===== src/common/fault_pkg.sv =====
// Purpose: shared constants, types and code grading for the servo fault manager
// Assumes: fault codes arrive as the plain decimal number of the code (Er.22 -> 22)
// Notes: register offsets are byte addresses of 32-bit words on the classic bus
package fault_pkg;
   localparam int CODE_W = 8;
   localparam int STATUS_W = 16;
   localparam int HIST_DEPTH = 5;
   localparam int ADR_W = 8;
   // register byte offsets
   localparam logic [7:0] ADR_CLEAR = 8'h00;
   localparam logic [7:0] ADR_FAULT = 8'h04;
   localparam logic [7:0] ADR_WARN = 8'h08;
   localparam logic [7:0] ADR_STATE = 8'h0C;
   localparam logic [7:0] ADR_HIST_BASE = 8'h40;
   localparam logic [3:0] HIST_WORDS = 4'hA;
   // field positions
   localparam int CLEAR_BIT = 0;
   localparam int MON_CODE_LSB = 0;
   localparam int MON_CAT_LSB = 8;
   localparam int MON_VALID_BIT = 16;
   localparam int HIST_VALID_BIT = 8;
   localparam int HIST_STATUS_LSB = 16;
   localparam int STATE_ENABLE_BIT = 2;
   // reset values
   localparam logic CLEAR_RESET = 1'h0;

   // category 1 is the most severe; a lower value means more severe
   typedef enum logic [1:0] {cat_1, cat_2, cat_3, cat_4} category_e;
   typedef enum logic [1:0] {st_ready, st_run, st_fault} drive_state_e;

   typedef struct packed {
      logic valid;
      category_e cat;
      logic [CODE_W-1:0] code;
   } active_s;

   typedef struct packed {
      logic valid;
      logic [STATUS_W-1:0] status;
      logic [CODE_W-1:0] code;
   } hist_s;

   // grade a fault code; codes outside the tables of categories 1 and 2 grade as 3
   function automatic category_e fault_category(input logic [CODE_W-1:0] code);
      category_e cat;
      cat = cat_3;
      if ((code >= 8'h01 && code <= 8'h07) || (code >= 8'h3C && code <= 8'h41)) begin
         cat = cat_1;
      end
      unique case (code)
         8'h14, 8'h18, 8'h1A, 8'h1C, 8'h1E, 8'h20: cat = cat_1;
         8'h16, 8'h1B, 8'h1F: cat = cat_2;
         default: ;
      endcase
      return cat;
   endfunction : fault_category
endpackage : fault_pkg


===== src/rtl/servo_fault_manager.sv =====
// Purpose: grades, latches and clears drive faults and warnings, keeps history
// Assumes: detectors give one-cycle event pulses and level cause flags
// Notes: registers are reached over a classic wishbone slave, one ack cycle
`timescale 1ns/1ps
module servo_fault_manager (
   input wire logic clk_in,
   input wire logic rst_b_in,
   input wire logic wb_cyc_in,
   input wire logic wb_stb_in,
   input wire logic wb_we_in,
   input wire logic [fault_pkg::ADR_W-1:0] wb_adr_in,
   input wire logic [3:0] wb_sel_in,
   input wire logic [31:0] wb_dat_in,
   output logic [31:0] wb_dat_out,
   output logic wb_ack_out,
   input wire logic event_valid_in,
   input wire logic event_warn_in,
   input wire logic [fault_pkg::CODE_W-1:0] event_code_in,
   input wire logic fault_cause_in,
   input wire logic warn_cause_in,
   input wire logic fault_clear_in,
   input wire logic servo_enable_in,
   input wire logic [fault_pkg::STATUS_W-1:0] drive_status_in,
   input wire logic pending_stop_change_in,
   output logic stop_out,
   output logic run_out,
   output logic fault_active_out,
   output logic warning_active_out,
   output logic apply_stop_change_out
);
   fault_pkg::active_s fault_r;
   fault_pkg::active_s fault_nxt;
   fault_pkg::active_s warn_r;
   fault_pkg::active_s warn_nxt;
   fault_pkg::drive_state_e state_r;
   fault_pkg::drive_state_e state_nxt;
   fault_pkg::category_e evt_cat;
   fault_pkg::hist_s fault_hist [fault_pkg::HIST_DEPTH];
   fault_pkg::hist_s warn_hist [fault_pkg::HIST_DEPTH];
   fault_pkg::hist_s hist_entry;
   logic clear_cmd_r;
   logic enable_d_r;
   logic wr_stb;
   logic cmd_clear;
   logic clear_req;
   logic evt_fault;
   logic evt_warn;
   logic fault_clr_ok;
   logic warn_clr_ok;
   logic [31:0] rd_data;
   logic [3:0] hist_idx;

   // a write is taken on the edge that raises ack, so each access acts once
   assign wr_stb = wb_cyc_in && wb_stb_in && wb_we_in && !wb_ack_out;
   assign cmd_clear = wr_stb && (wb_adr_in == fault_pkg::ADR_CLEAR) && wb_sel_in[0]
                      && wb_dat_in[fault_pkg::CLEAR_BIT];
   // the clear input is a level: it keeps requesting while it stays active
   assign clear_req = cmd_clear || fault_clear_in;

   assign evt_fault = event_valid_in && !event_warn_in;
   assign evt_warn = event_valid_in && event_warn_in;
   assign evt_cat = fault_pkg::fault_category(event_code_in);

   // category 1 never clears; 2 and 3 need enable off and the cause gone
   assign fault_clr_ok = clear_req && fault_r.valid && (fault_r.cat != fault_pkg::cat_1)
                         && !servo_enable_in && !fault_cause_in;
   assign warn_clr_ok = clear_req && warn_r.valid && !warn_cause_in;

   // next active fault: a new event wins over a clear in the same cycle
   always_comb begin
      fault_nxt = fault_r;
      if (evt_fault && (!fault_r.valid || fault_clr_ok || evt_cat < fault_r.cat)) begin
         fault_nxt.valid = 1'b1;
         fault_nxt.cat = evt_cat;
         fault_nxt.code = event_code_in;
      end else if (fault_clr_ok) begin
         fault_nxt.valid = 1'b0;
      end
   end

   // next active warning: the newest warning is the one shown
   always_comb begin
      warn_nxt = warn_r;
      if (evt_warn) begin
         warn_nxt.valid = 1'b1;
         warn_nxt.cat = fault_pkg::cat_4;
         warn_nxt.code = event_code_in;
      end else if (warn_clr_ok) begin
         warn_nxt.valid = 1'b0;
      end
   end

   // drive state: warnings never stop, a cleared fault falls back to ready or run
   always_comb begin
      if (fault_nxt.valid) begin
         state_nxt = fault_pkg::st_fault;
      end else if (servo_enable_in) begin
         state_nxt = fault_pkg::st_run;
      end else begin
         state_nxt = fault_pkg::st_ready;
      end
   end

   // latched fault and warning
   always_ff @(posedge clk_in) begin
      if (!rst_b_in) begin
         fault_r <= '0;
         warn_r <= '0;
      end else begin
         fault_r <= fault_nxt;
         warn_r <= warn_nxt;
      end
   end

   // state and status outputs, all registered from the same next values
   always_ff @(posedge clk_in) begin
      if (!rst_b_in) begin
         state_r <= fault_pkg::st_ready;
         stop_out <= 1'b0;
         run_out <= 1'b0;
         fault_active_out <= 1'b0;
         warning_active_out <= 1'b0;
      end else begin
         state_r <= state_nxt;
         stop_out <= (state_nxt == fault_pkg::st_fault);
         run_out <= (state_nxt == fault_pkg::st_run);
         fault_active_out <= fault_nxt.valid;
         warning_active_out <= warn_nxt.valid;
      end
   end

   // pending stop-type settings apply only on an enable drop, never on a clear
   always_ff @(posedge clk_in) begin
      if (!rst_b_in) begin
         enable_d_r <= 1'b0;
         apply_stop_change_out <= 1'b0;
      end else begin
         enable_d_r <= servo_enable_in;
         apply_stop_change_out <= enable_d_r && !servo_enable_in
                                  && pending_stop_change_in;
      end
   end

   // clear command register keeps the last written value for read-back
   always_ff @(posedge clk_in) begin
      if (!rst_b_in) begin
         clear_cmd_r <= fault_pkg::CLEAR_RESET;
      end else if (wr_stb && wb_adr_in == fault_pkg::ADR_CLEAR && wb_sel_in[0]) begin
         clear_cmd_r <= wb_dat_in[fault_pkg::CLEAR_BIT];
      end
   end

   // history entry carries the drive status seen when the event arrived
   assign hist_entry = '{valid: 1'b1, status: drive_status_in, code: event_code_in};

   event_history #(
      .DEPTH(fault_pkg::HIST_DEPTH)
   ) u_fault_hist (
      .clk_in(clk_in),
      .rst_b_in(rst_b_in),
      .push_in(evt_fault),
      .entry_in(hist_entry),
      .entries_out(fault_hist)
   );

   event_history #(
      .DEPTH(fault_pkg::HIST_DEPTH)
   ) u_warn_hist (
      .clk_in(clk_in),
      .rst_b_in(rst_b_in),
      .push_in(evt_warn),
      .entry_in(hist_entry),
      .entries_out(warn_hist)
   );

   // read mux; history words 0..4 are faults, 5..9 warnings, newest first
   assign hist_idx = wb_adr_in[5:2];
   always_comb begin
      rd_data = 32'h0000_0000;
      if (wb_adr_in == fault_pkg::ADR_CLEAR) begin
         rd_data[fault_pkg::CLEAR_BIT] = clear_cmd_r;
      end else if (wb_adr_in == fault_pkg::ADR_FAULT) begin
         rd_data[fault_pkg::MON_VALID_BIT] = fault_r.valid;
         rd_data[fault_pkg::MON_CAT_LSB +: 2] = fault_r.cat;
         rd_data[fault_pkg::MON_CODE_LSB +: fault_pkg::CODE_W] = fault_r.code;
      end else if (wb_adr_in == fault_pkg::ADR_WARN) begin
         rd_data[fault_pkg::MON_VALID_BIT] = warn_r.valid;
         rd_data[fault_pkg::MON_CAT_LSB +: 2] = warn_r.cat;
         rd_data[fault_pkg::MON_CODE_LSB +: fault_pkg::CODE_W] = warn_r.code;
      end else if (wb_adr_in == fault_pkg::ADR_STATE) begin
         rd_data[1:0] = state_r;
         rd_data[fault_pkg::STATE_ENABLE_BIT] = servo_enable_in;
      end else if (wb_adr_in[7:6] == fault_pkg::ADR_HIST_BASE[7:6] && wb_adr_in[1:0] == 2'h0
                   && hist_idx < fault_pkg::HIST_WORDS) begin
         for (int i = 0; i < fault_pkg::HIST_DEPTH; i++) begin
            if (hist_idx == 4'(i)) begin
               rd_data[fault_pkg::HIST_STATUS_LSB +: fault_pkg::STATUS_W] =
                  fault_hist[i].status;
               rd_data[fault_pkg::HIST_VALID_BIT] = fault_hist[i].valid;
               rd_data[fault_pkg::CODE_W-1:0] = fault_hist[i].code;
            end
            if (hist_idx == 4'(i + fault_pkg::HIST_DEPTH)) begin
               rd_data[fault_pkg::HIST_STATUS_LSB +: fault_pkg::STATUS_W] =
                  warn_hist[i].status;
               rd_data[fault_pkg::HIST_VALID_BIT] = warn_hist[i].valid;
               rd_data[fault_pkg::CODE_W-1:0] = warn_hist[i].code;
            end
         end
      end
   end

   // bus answer: ack one cycle after the request, dropped the next cycle;
   // unmapped addresses still ack and read zero so a master never hangs
   always_ff @(posedge clk_in) begin
      if (!rst_b_in) begin
         wb_ack_out <= 1'b0;
         wb_dat_out <= 32'h0000_0000;
      end else begin
         wb_ack_out <= wb_cyc_in && wb_stb_in && !wb_ack_out;
         wb_dat_out <= (wb_cyc_in && wb_stb_in && !wb_we_in && !wb_ack_out) ? rd_data
                       : 32'h0000_0000;
      end
   end
endmodule : servo_fault_manager


===== src/rtl/event_history.sv =====
// Purpose: keeps the last DEPTH events, newest at index 0
// Assumes: one push per clock at most
// Notes: entries are never erased by clearing, only pushed out by newer events
`timescale 1ns/1ps
module event_history #(
   parameter int DEPTH = fault_pkg::HIST_DEPTH
) (
   input wire logic clk_in,
   input wire logic rst_b_in,
   input wire logic push_in,
   input wire fault_pkg::hist_s entry_in,
   output fault_pkg::hist_s entries_out [DEPTH]
);
   // shift register; the oldest entry falls off the end
   generate
      for (genvar i = 0; i < DEPTH; i++) begin : g_slot
         always_ff @(posedge clk_in) begin
            if (!rst_b_in) begin
               entries_out[i] <= '0;
            end else if (push_in) begin
               if (i == 0) begin
                  entries_out[i] <= entry_in;
               end else begin
                  entries_out[i] <= entries_out[i-1];
               end
            end
         end
      end
   endgenerate
endmodule : event_history


===== config.mk =====
export PLATFORM = sky130hd
export DESIGN_NAME = servo_fault_manager
export DESIGN_NICKNAME = d
export VERILOG_FILES = /design/src/common/fault_pkg.sv /design/src/rtl/servo_fault_manager.sv /design/src/rtl/event_history.sv
export SDC_FILE = /design/constraint.sdc
export NUM_CORES = 1
export LEC_CHECK = 0
export BUFFER_PORTS_ARGS = -buffer_cell sky130_fd_sc_hd__buf_2
export CELL_PAD_IN_SITES_DETAIL_PLACEMENT = 1
export CELL_PAD_IN_SITES_GLOBAL_PLACEMENT = 1
export CORE_MARGIN = 2
export CORE_UTILIZATION = 48
export CTS_CLUSTER_DIAMETER = 120
export DETAILED_ROUTE_END_ITERATION = 16
export PLACE_DENSITY = 0.87
export SYNTH_ARGS = -nofsm -noshare
export SYNTH_HDL_FRONTEND = slang
export SYNTH_SLANG_ARGS = --single-unit

===== constraint.sdc =====
create_clock -name clk_in -period 7 [get_ports clk_in]
set_clock_uncertainty 0.15 [all_clocks]
set_input_delay 1.75 -clock clk_in [delete_from_list [all_inputs] [get_ports clk_in]]
set_output_delay 1.75 -clock clk_in [all_outputs]
set_load 0.02 [all_outputs]

==> results of run 1 <==
## report_power, final
part | internal [mW] | switching, mW | total (mW)
Clock | 0.984 | 0.672 | 1.66
Combinational | 0.0765 | 0.219 | 0.296
Sequential | 1.70 | 0.0221 | 1.72
Total | 2.76 | 0.913 | 3.67
## placed cells by master (no fill, tap or decap), drive strengths merged, types with 16 or more instances in the layout
| cell type | instances |
|---|---|
| nand3 | 16 |
| nand2 | 533 |
| mux2i | 18 |
| dfxtp | 294 |
| clkbuf | 49 |
| nor3 | 20 |
| o211ai | 16 |
| o22ai | 19 |
| nor2 | 40 |
| o21ai | 41 |
| a21oi | 311 |
| o21a | 16 |
| buf | 93 |
## final cells by class
class	instances	area (µm²)	area share, %
flip-flops and latches	294	5890	41.5
well taps	335	419	2.96
repair buffers	93	523	3.69
clock inverters	4	70.1	0.495
multi-input cells	1202	6280	44.4
inverters	9	41.3	0.291
clock buffers	49	943	6.66
## registers in the layout (all words and copies together), names as in the netlist
| name | cells |
|---|---|
| apply_stop_change_out | 1 |
| clear_cmd_r | 1 |
| enable_d_r | 1 |
| fault_active_out | 1 |
| fault_r | 10 |
| state_r | 1 |
| stop_out | 1 |
| u_fault_hist.entries_out | 125 |
| u_warn_hist.entries_out | 117 |
| warn_r | 8 |
| warning_active_out | 1 |
| wb_ack_out | 1 |
| wb_dat_out | 26 |
## layer usage
layer  GRT usage, %  vias to the layer above
li1               -                     5611
met1           38.4                     5963
met2           49.0                      430
met3           4.49                      113
met4           11.4                        6
met5              0                        -
## synthesized netlist by cell type (15+ instances only)
cell type	number	area (µm²)
a21oi_1	311	1560
buf_1	15	56.3
buf_2	25	125
buf_4	15	113
clkbuf_1	71	267
dfxtp_1	294	5890
mux2i_1	18	180
nand2_1	533	2000
nand3_1	16	80.1
nor2_1	36	135
nor3_1	19	95.1
o211ai_1	16	120
o21a_1	16	120
o21ai_0	26	130
o21ai_1	15	75.1
o22ai_1	19	119
## kinds of logic after synthesis
kind of cell / synth area share (%)
simple gates: 21.4
buf+inv: 5.90
xor+xnor: 0.0680
other cells: 0.0291
fa+ha+maj: 0.0971
flops: 45.7
mux: 3.76
compound gates: 23.1
## metrics by stage
step	std cells	cell area [µm²]	hold slack, ps
3_5_place_dp	1933	13200	299
5_1_grt	1986	14200	321
6_report	1986	14200	307
4_1_cts	1986	14200	309
3_3_place_gp	1933	13200	292
2_1_floorplan	1645	12900	283
## worst paths after layout
check	start	end	slack [ps]	depth (start not counted)
setup / recovery	event_code_in[0]	fault_r[1]	2790	11
hold reg to reg	u_fault_hist.entries_out[14]	u_fault_hist.entries_out[14]	310	2
setup reg to reg	wb_ack_out	wb_dat_out[22]	4470	4
hold / removal	u_fault_hist.entries_out[14]	u_fault_hist.entries_out[14]	310	2
## critical path: stages
cell	delay [ps]
buf_2	160
nor3_1	250
xnor2_1	150
a21oi_1	80
a221o_1	380
ha_1	320
or3b_2	460
a211oi_2	270
or4_1	390
nand3_1	160
a21oi_1	170
==> flow_metrics.py, run 1 <==
metrics = {
    "power": {
        "powerDensity_nw_per_um2": 259,
        "p_leak_nw": 4.90,
        "fin_total_pwr_mw": 3.67,
        "ir_drop_uv": 225,
    },
    "synth": {
        "synthFlopType": "dfxtp_1",
        "synth.cell_area_um2": 12900,
        "synth_edf_count": 0,
        "yosys_warnings": 0,
        "synthCells": 1640,
        "synth_cell_type_count": 74,
        "ys_ff_latch": 294,
        "postSynth.asyncResetShare_pct": 0,
        "syn_avg_cell_area_um2": 7.86,
        "ys_seq_area_share_pct": 45.7,
    },
    "route": {
        "met1Wirelength_um": 17500,
        "wl_per_cell_um": 20.9,
        "detail_route.iter0.violations": 1013,
        "routed_wl_um": 41600,
        "met2_length_um": 19900,
        "first_pass_iters": 5,
        "wl_met3_um": 2800,
        "route.top_layer_used": "met5",
        "ant_nets": 0,
        "drc": 0,
        "via_per_inst": 6.10,
        "via_count": 12100,
    },
    "clock_tree": {
        "cts_buffer_depth": 3,
        "cts_tree": "built",
        "h-tree-depth": 1,
        "clock-sinks": 294,
        "clk_latency_ps": 560,
        "hold_buffers": 0,
        "cts_resized": 0,
        "root_buffer": "clkbuf_16",
        "path_clk_slew_ps": 60,
        "cts_buffers": 31,
        "postCtsSetupBuffers": 0,
    },
    "critical_path": {
        "worstSetupPathType": "primary input to flip-flop",
        "required_ps": 7330,
        "worst-path-max-fanout": 9,
        "start_kind": "primary input",
        "cp-end-kind": "flip-flop",
        "worstPathArrival_ps": 4540,
    },
    "grt": {
        "grt-ovfl-total": 0,
        "first_global_vias": 12600,
        "grt_usage_pct": 29.3,
        "grt_pass1_wl_um": 66700,
        "grt_start_max_net_pins": 115,
        "antenna_found_initial": 3,
    },
    "floorplanning": {
        "die_y_um": 168,
        "rows": 59,
        "num_io_pins": 118,
        "dieWidth_um": 168,
        "coreArea_um2": 26200,
        "dieArea_um2": 28200,
        "start_util_pct": 49.2,
    },
    "finish": {
        "drive_above_1_share_pct": 10.7,
        "num_antenna_cells": 0,
        "final_util_pct": 54.1,
        "fin_nets": 1712,
        "syn2layout_area_growth_pct": 9.93,
        "fill_cells": 3171,
    },
    "sta": {
        "finalSetupViolations": 0,
        "period_needed_ps": 4210,
        "period_share_pct": 60.2,
        "relSlewSlack_pct": 14.9,
        "tightest_slew_ps": 1280,
        "hold_viol_final": 0,
        "clock.fmax_mhz": 237,
        "setup_tns_ps": 0,
        "timing.final.ws_setup_ps": 2790,
        "rsz0062_at_grt": "false",
        "slew_violations": 0,
    },
    "min_path": {
        "hold_class": "flip-flop to flip-flop",
    },
    "place": {
        "io_buffer_count": 77,
        "hpwl_um": 24700,
        "gp_congestion": 0.825,
        "place_ws_ps": 2300,
    },
    "job": {
        "maxCapViolCount": 0,
    },
    "outcome": {
        "status": "completed",
    },
}
(Power assumes the default switching activity.)
==> run 2, diff against run 1 <==
Settings changed: CORE_UTILIZATION 48 to 44, PLACE_DENSITY 0.87 to 0.81.
Clock period 7 ns to 4.3 ns, I/O delays scaled along.
==> run 2 against run 1 <==
Against the previous run: count of clock-buffer cells in the layout grew 3; largest cell class unchanged; largest power group unchanged; utilization shrank 3.9 points; die area grew 8.9%; highest routed layer is now met4; via count shrank 0.66%; design area grew 1.9%; non-clock buffer count grew 17; sequential cell count is the same; worst setup slack lost 2000 ps; routed wire length grew 0.80%.
==> flow_metrics.py, run 2 (synthesis gave the netlist of run 1 again) <==
metrics = {
    "sta": {
        "tightest_slew_ps": 874,
        "period_needed_ps": 3560,
        "hold_viol_final": 0,
        "slew_violations": 0,
        "period_share_pct": 82.8,
        "rsz0062_at_grt": "false",
        "setup_tns_ps": 0,
        "finalSetupViolations": 0,
        "timing.final.ws_setup_ps": 738,
        "clock.fmax_mhz": 281,
        "relSlewSlack_pct": 41.7,
    },
    "clock_tree": {
        "cts_buffer_depth": 3,
        "cts_buffers": 35,
        "h-tree-depth": 2,
        "clk_latency_ps": 510,
        "postCtsSetupBuffers": 0,
        "clock-sinks": 294,
        "root_buffer": "clkbuf_16",
        "cts_resized": 0,
        "path_clk_slew_ps": 50,
        "cts_tree": "built",
        "hold_buffers": 0,
    },
    "floorplanning": {
        "dieWidth_um": 175,
        "coreArea_um2": 28800,
        "num_io_pins": 118,
        "start_util_pct": 44.8,
        "rows": 62,
        "die_y_um": 175,
        "dieArea_um2": 30700,
    },
    "grt": {
        "first_global_vias": 12000,
        "grt_usage_pct": 27.1,
        "grt_pass1_wl_um": 66700,
        "antenna_found_initial": 0,
        "grt-ovfl-total": 0,
        "grt_start_max_net_pins": 140,
    },
    "route": {
        "routed_wl_um": 41900,
        "via_per_inst": 5.86,
        "wl_per_cell_um": 20.4,
        "via_count": 12000,
        "drc": 0,
        "ant_nets": 0,
        "first_pass_iters": 6,
        "detail_route.iter0.violations": 994,
    },
    "critical_path": {
        "rrSetupSlack_ps": 1840,
        "worstPathCellList": "buf_2 -> nor3_1 -> xnor2_1 -> a21oi_1 -> a221o_1 -> ha_1 -> or3b_2 -> a211oi_2 -> or4_1 -> nand3_1 -> o311a_1",
        "slowest_delay_ps": 460,
        "worst-path-max-fanout": 9,
        "worstPathArrival_ps": 3810,
        "required_ps": 4550,
        "start_kind": "primary input",
        "worstSetupPathType": "primary input to flip-flop",
        "cp-end-kind": "flip-flop",
        "slowest_stage": "or3b_2",
    },
    "min_path": {
        "hold_class": "flip-flop to flip-flop",
    },
    "power": {
        "power.share.clock_pct": 45.9,
        "powerDensity_nw_per_um2": 422,
        "ir_drop_uv": 276,
        "power.switching_mw": 1.53,
        "internal_power_mw": 4.57,
        "p_sw_share_pct": 25.1,
        "p_leak_nw": 5.02,
        "seqPwrFrac_pct": 46.0,
        "power_frac_comb_pct": 8.1,
    },
    "finish": {
        "largest_reg_flops": 125,
        "reg.largest.list": "u_fault_hist.entries_out (125), u_warn_hist.entries_out (117), wb_dat_out (26)",
        "multi_input_area_um2": 6280,
        "fin_nets": 1733,
        "syn2layout_area_growth_pct": 12.0,
        "layout_common_cells": "nand2_1, a21oi_1, dfxtp_1",
        "final_common_cell": "nand2_1",
        "final-seq-area_um2": 5890,
        "fill_cells": 3503,
        "drive_above_1_share_pct": 11.8,
        "regMostFlops": "u_fault_hist.entries_out",
        "num_antenna_cells": 0,
    },
    "place": {
        "hpwl_um": 26400,
        "place_ws_ps": 267,
        "gp_congestion": 0.835,
        "io_buffer_count": 77,
    },
    "outcome": {
        "status": "completed",
    },
    "job": {
        "maxCapViolCount": 0,
    },
}
-- run 2: cell count changes in the layout (fill, tap and decap cells not counted), sizes merged --
cell | before | now
buf | 93 | 110
clkinv | 2 | 5
bufinv | 2 | 0
clkbuf | 49 | 52
-- run 2: worst max-delay path, delay by kind of cell --
| kind | cells | cell delay [ps] |
|---|---|---|
| and+or+nand+nor | 4 | 1180 |
| AOI/OAI and AO/OA | 4 | 910 |
| buffers and inverters | 1 | 170 |
| adders and majority gates | 1 | 330 |
| xor gates and xnor gates | 1 | 140 |
-- run 2: through the flow --
| stage | instances | utilization, % | instance area (µm²) | total power, mW | hold slack, ps |
|---|---|---|---|---|---|
| CTS | 2056 | 50.2 | 14400 | 6.13 | 306 |
| global placement | 1999 | 46.4 | 13400 | 3.34 | 292 |
| floorplan | 1645 | - | 12900 | 3.18 | 283 |
| global route | 2056 | 50.2 | 14400 | 6.30 | 326 |
| finish | 2056 | 50.2 | 14400 | 6.10 | 307 |
| detailed placement | 1999 | 46.4 | 13400 | 3.35 | 298 |
-- run 2: routing by layer --
layer  vias to the layer above  wire length [µm]  GRT usage, %
met1                      5963             19000          37.1
met4                         0              1230          9.27
met5                         -                 0             0
met3                        83              2350          4.18
li1                       5645                 -             -
met2                       352             19300          43.6
-- run 2: layout make-up --
class | instances | share of cell area, %
clock buffer | 52 | 7.22
clock inverter | 5 | 0.173
inverter | 9 | 0.286
multi-input combinational | 1202 | 43.5
sequential | 294 | 40.8
tap | 384 | 3.33
timing repair buffer | 110 | 4.68
-- run 2: power by group through the flow --
stage	Sequential, mW	Combinational [mW]	Clock [mW]
final	2.80	0.496	2.80
after global routing	2.81	0.537	2.96
after global placement	2.86	0.481	0
after detailed placement	2.86	0.490	0
after floorplan	2.85	0.333	0
after CTS	2.80	0.493	2.83
-- run 2: worst paths after layout --
check / from / endpoint / depth (start not counted)
hold reg to reg: u_warn_hist.entries_out[17] / u_warn_hist.entries_out[17] / 2
setup / recovery: event_code_in[0] / fault_r[9] / 11
setup reg to reg: fault_r[9] / fault_r[9] / 7
hold / removal: u_warn_hist.entries_out[17] / u_warn_hist.entries_out[17] / 2
==> run 3, diff against run 2 <==
Clock period 4.3 ns to 3.6 ns, I/O delays scaled along.
==> run 3 against run 2 <==
Against the previous run: design area is 1.9% higher; utilization is 0.93 points higher; worst setup slack worse by 360 ps; cell count is 1.3% higher; via count is 0.28% higher; sequential cell count stayed put; critical path depth is 1 higher; total power is 22% higher; hold slack worse by 2.5 ps; critical path type unchanged; largest cell class unchanged; largest power group is now clock.
==> flow_metrics.py, run 3 (synthesis gave the netlist of run 1 again) <==
metrics = {
    "outcome": {
        "status": "completed",
    },
    "sta": {
        "setup_tns_ps": 0,
        "hold_viol_final": 0,
        "rsz0062_at_grt": "false",
        "slew_violations": 0,
        "period_needed_ps": 3220,
        "period_share_pct": 89.4,
        "clock.fmax_mhz": 311,
        "timing.final.ws_setup_ps": 381,
        "tightest_slew_ps": 864,
        "relSlewSlack_pct": 42.3,
        "finalSetupViolations": 0,
    },
    "grt": {
        "grt_usage_pct": 27.2,
        "antenna_found_initial": 0,
        "grt-ovfl-total": 0,
        "first_global_vias": 12100,
        "grt_pass1_wl_um": 67000,
        "grt_start_max_net_pins": 127,
    },
    "min_path": {
        "hold_class": "flip-flop to flip-flop",
    },
    "finish": {
        "layout_common_cells": "nand2_1, a21oi_1, dfxtp_1",
        "num_antenna_cells": 0,
        "regMostFlops": "u_fault_hist.entries_out",
        "largest_reg_flops": 125,
        "drive_above_1_share_pct": 13.0,
        "fill_cells": 3492,
        "fin_nets": 1756,
        "final_common_cell": "nand2_1",
        "final_util_pct": 51.1,
        "syn2layout_area_growth_pct": 14.1,
        "reg.largest.list": "u_fault_hist.entries_out (125), u_warn_hist.entries_out (117), wb_dat_out (26)",
    },
    "floorplanning": {
        "coreArea_um2": 28800,
        "start_util_pct": 44.8,
        "die_y_um": 175,
        "dieArea_um2": 30700,
        "dieWidth_um": 175,
        "rows": 62,
        "num_io_pins": 118,
    },
    "critical_path": {
        "cp-end-kind": "flip-flop",
        "worstPathArrival_ps": 3460,
        "worstSetupPathType": "primary input to flip-flop",
        "required_ps": 3840,
        "start_kind": "primary input",
        "worst-path-max-fanout": 9,
    },
    "route": {
        "ant_nets": 0,
        "wl_per_cell_um": 20.3,
        "via_per_inst": 5.80,
        "routed_wl_um": 42200,
        "via_count": 12100,
        "detail_route.iter0.violations": 1022,
        "drc": 0,
        "first_pass_iters": 5,
    },
    "power": {
        "seqPwrFrac_pct": 45.1,
        "power.share.clock_pct": 46.5,
        "powerDensity_nw_per_um2": 505,
        "p_leak_nw": 5.17,
        "power.switching_mw": 1.84,
        "ir_drop_uv": 340,
        "fin_total_pwr_mw": 7.42,
        "power_frac_comb_pct": 8.3,
        "p_sw_share_pct": 24.8,
        "internal_power_mw": 5.59,
    },
    "clock_tree": {
        "path_clk_slew_ps": 50,
        "h-tree-depth": 2,
        "clk_latency_ps": 510,
        "cts_buffer_depth": 3,
        "cts_buffers": 34,
        "root_buffer": "clkbuf_16",
        "cts_resized": 0,
        "hold_buffers": 0,
        "clock-sinks": 294,
        "postCtsSetupBuffers": 0,
        "cts_tree": "built",
    },
    "job": {
        "maxCapViolCount": 0,
    },
    "place": {
        "hpwl_um": 26700,
        "place_ws_ps": -143,
        "io_buffer_count": 77,
        "gp_congestion": 0.854,
    },
}
==> run 3: path summary, 6_finish.rpt <==
| path | startpoint | to | slack [ps] | cells after the start |
|---|---|---|---|---|
| max reg2reg | fault_r[9] | fault_r[6] | 1210 | 8 |
| min reg2reg | u_warn_hist.entries_out[23] | u_warn_hist.entries_out[23] | 300 | 2 |
| max | event_code_in[0] | fault_r[6] | 380 | 12 |
| min | u_warn_hist.entries_out[23] | u_warn_hist.entries_out[23] | 300 | 2 |
==> run 3: layer usage <==
metal / GRT usage, % / vias to the layer above / share of wire, %
met4: 7.47 / 0 / 2.0
met1: 36.8 / 5979 / 44
li1: - / 5702 / -
met3: 5.70 / 58 / 6.6
met2: 44.1 / 338 / 47
met5: 0 / - / 0
==> run 3: area by class of cell <==
| class | instances | area [µm²] | area share (%) |
|---|---|---|---|
| multi-input cells | 1202 | 6280 | 42.7 |
| flip-flops and latches | 294 | 5890 | 40.0 |
| clock buffers | 54 | 1030 | 6.99 |
| repair buffers | 134 | 906 | 6.16 |
| well taps | 384 | 480 | 3.27 |
| clock inverters | 5 | 78.8 | 0.536 |
| inverters | 9 | 41.3 | 0.281 |
==> run 3: metrics by stage <==
step / hold slack, ps / instance area (µm²) / instances
after floorplan: 283 / 12900 / 1645
after global placement: 291 / 13600 / 2023
after detailed placement: 298 / 13600 / 2023
after CTS: 306 / 14700 / 2082
after global routing: 326 / 14700 / 2082
final: 305 / 14700 / 2082
==> run 3: power by group through the flow <==
| stage | registers [mW] | clock network, mW | logic [mW] |
|---|---|---|---|
| 5_1_grt | 3.36 | 3.65 | 0.668 |
| 3_5_place_dp | 3.42 | 0 | 0.610 |
| 6_report | 3.35 | 3.45 | 0.619 |
| 2_1_floorplan | 3.41 | 0 | 0.398 |
| 4_1_cts | 3.35 | 3.49 | 0.614 |
| 3_3_place_gp | 3.42 | 0 | 0.596 |
==> run 3: worst max-delay path: stages <==
cell	delay [ps]
buf_2	110
nor3_1	240
xnor2_1	150
a21oi_1	80
a221o_1	390
ha_1	310
or3b_2	450
a211oi_2	210
buf_4	160
o32ai_4	130
o211ai_1	230
a21oi_1	90
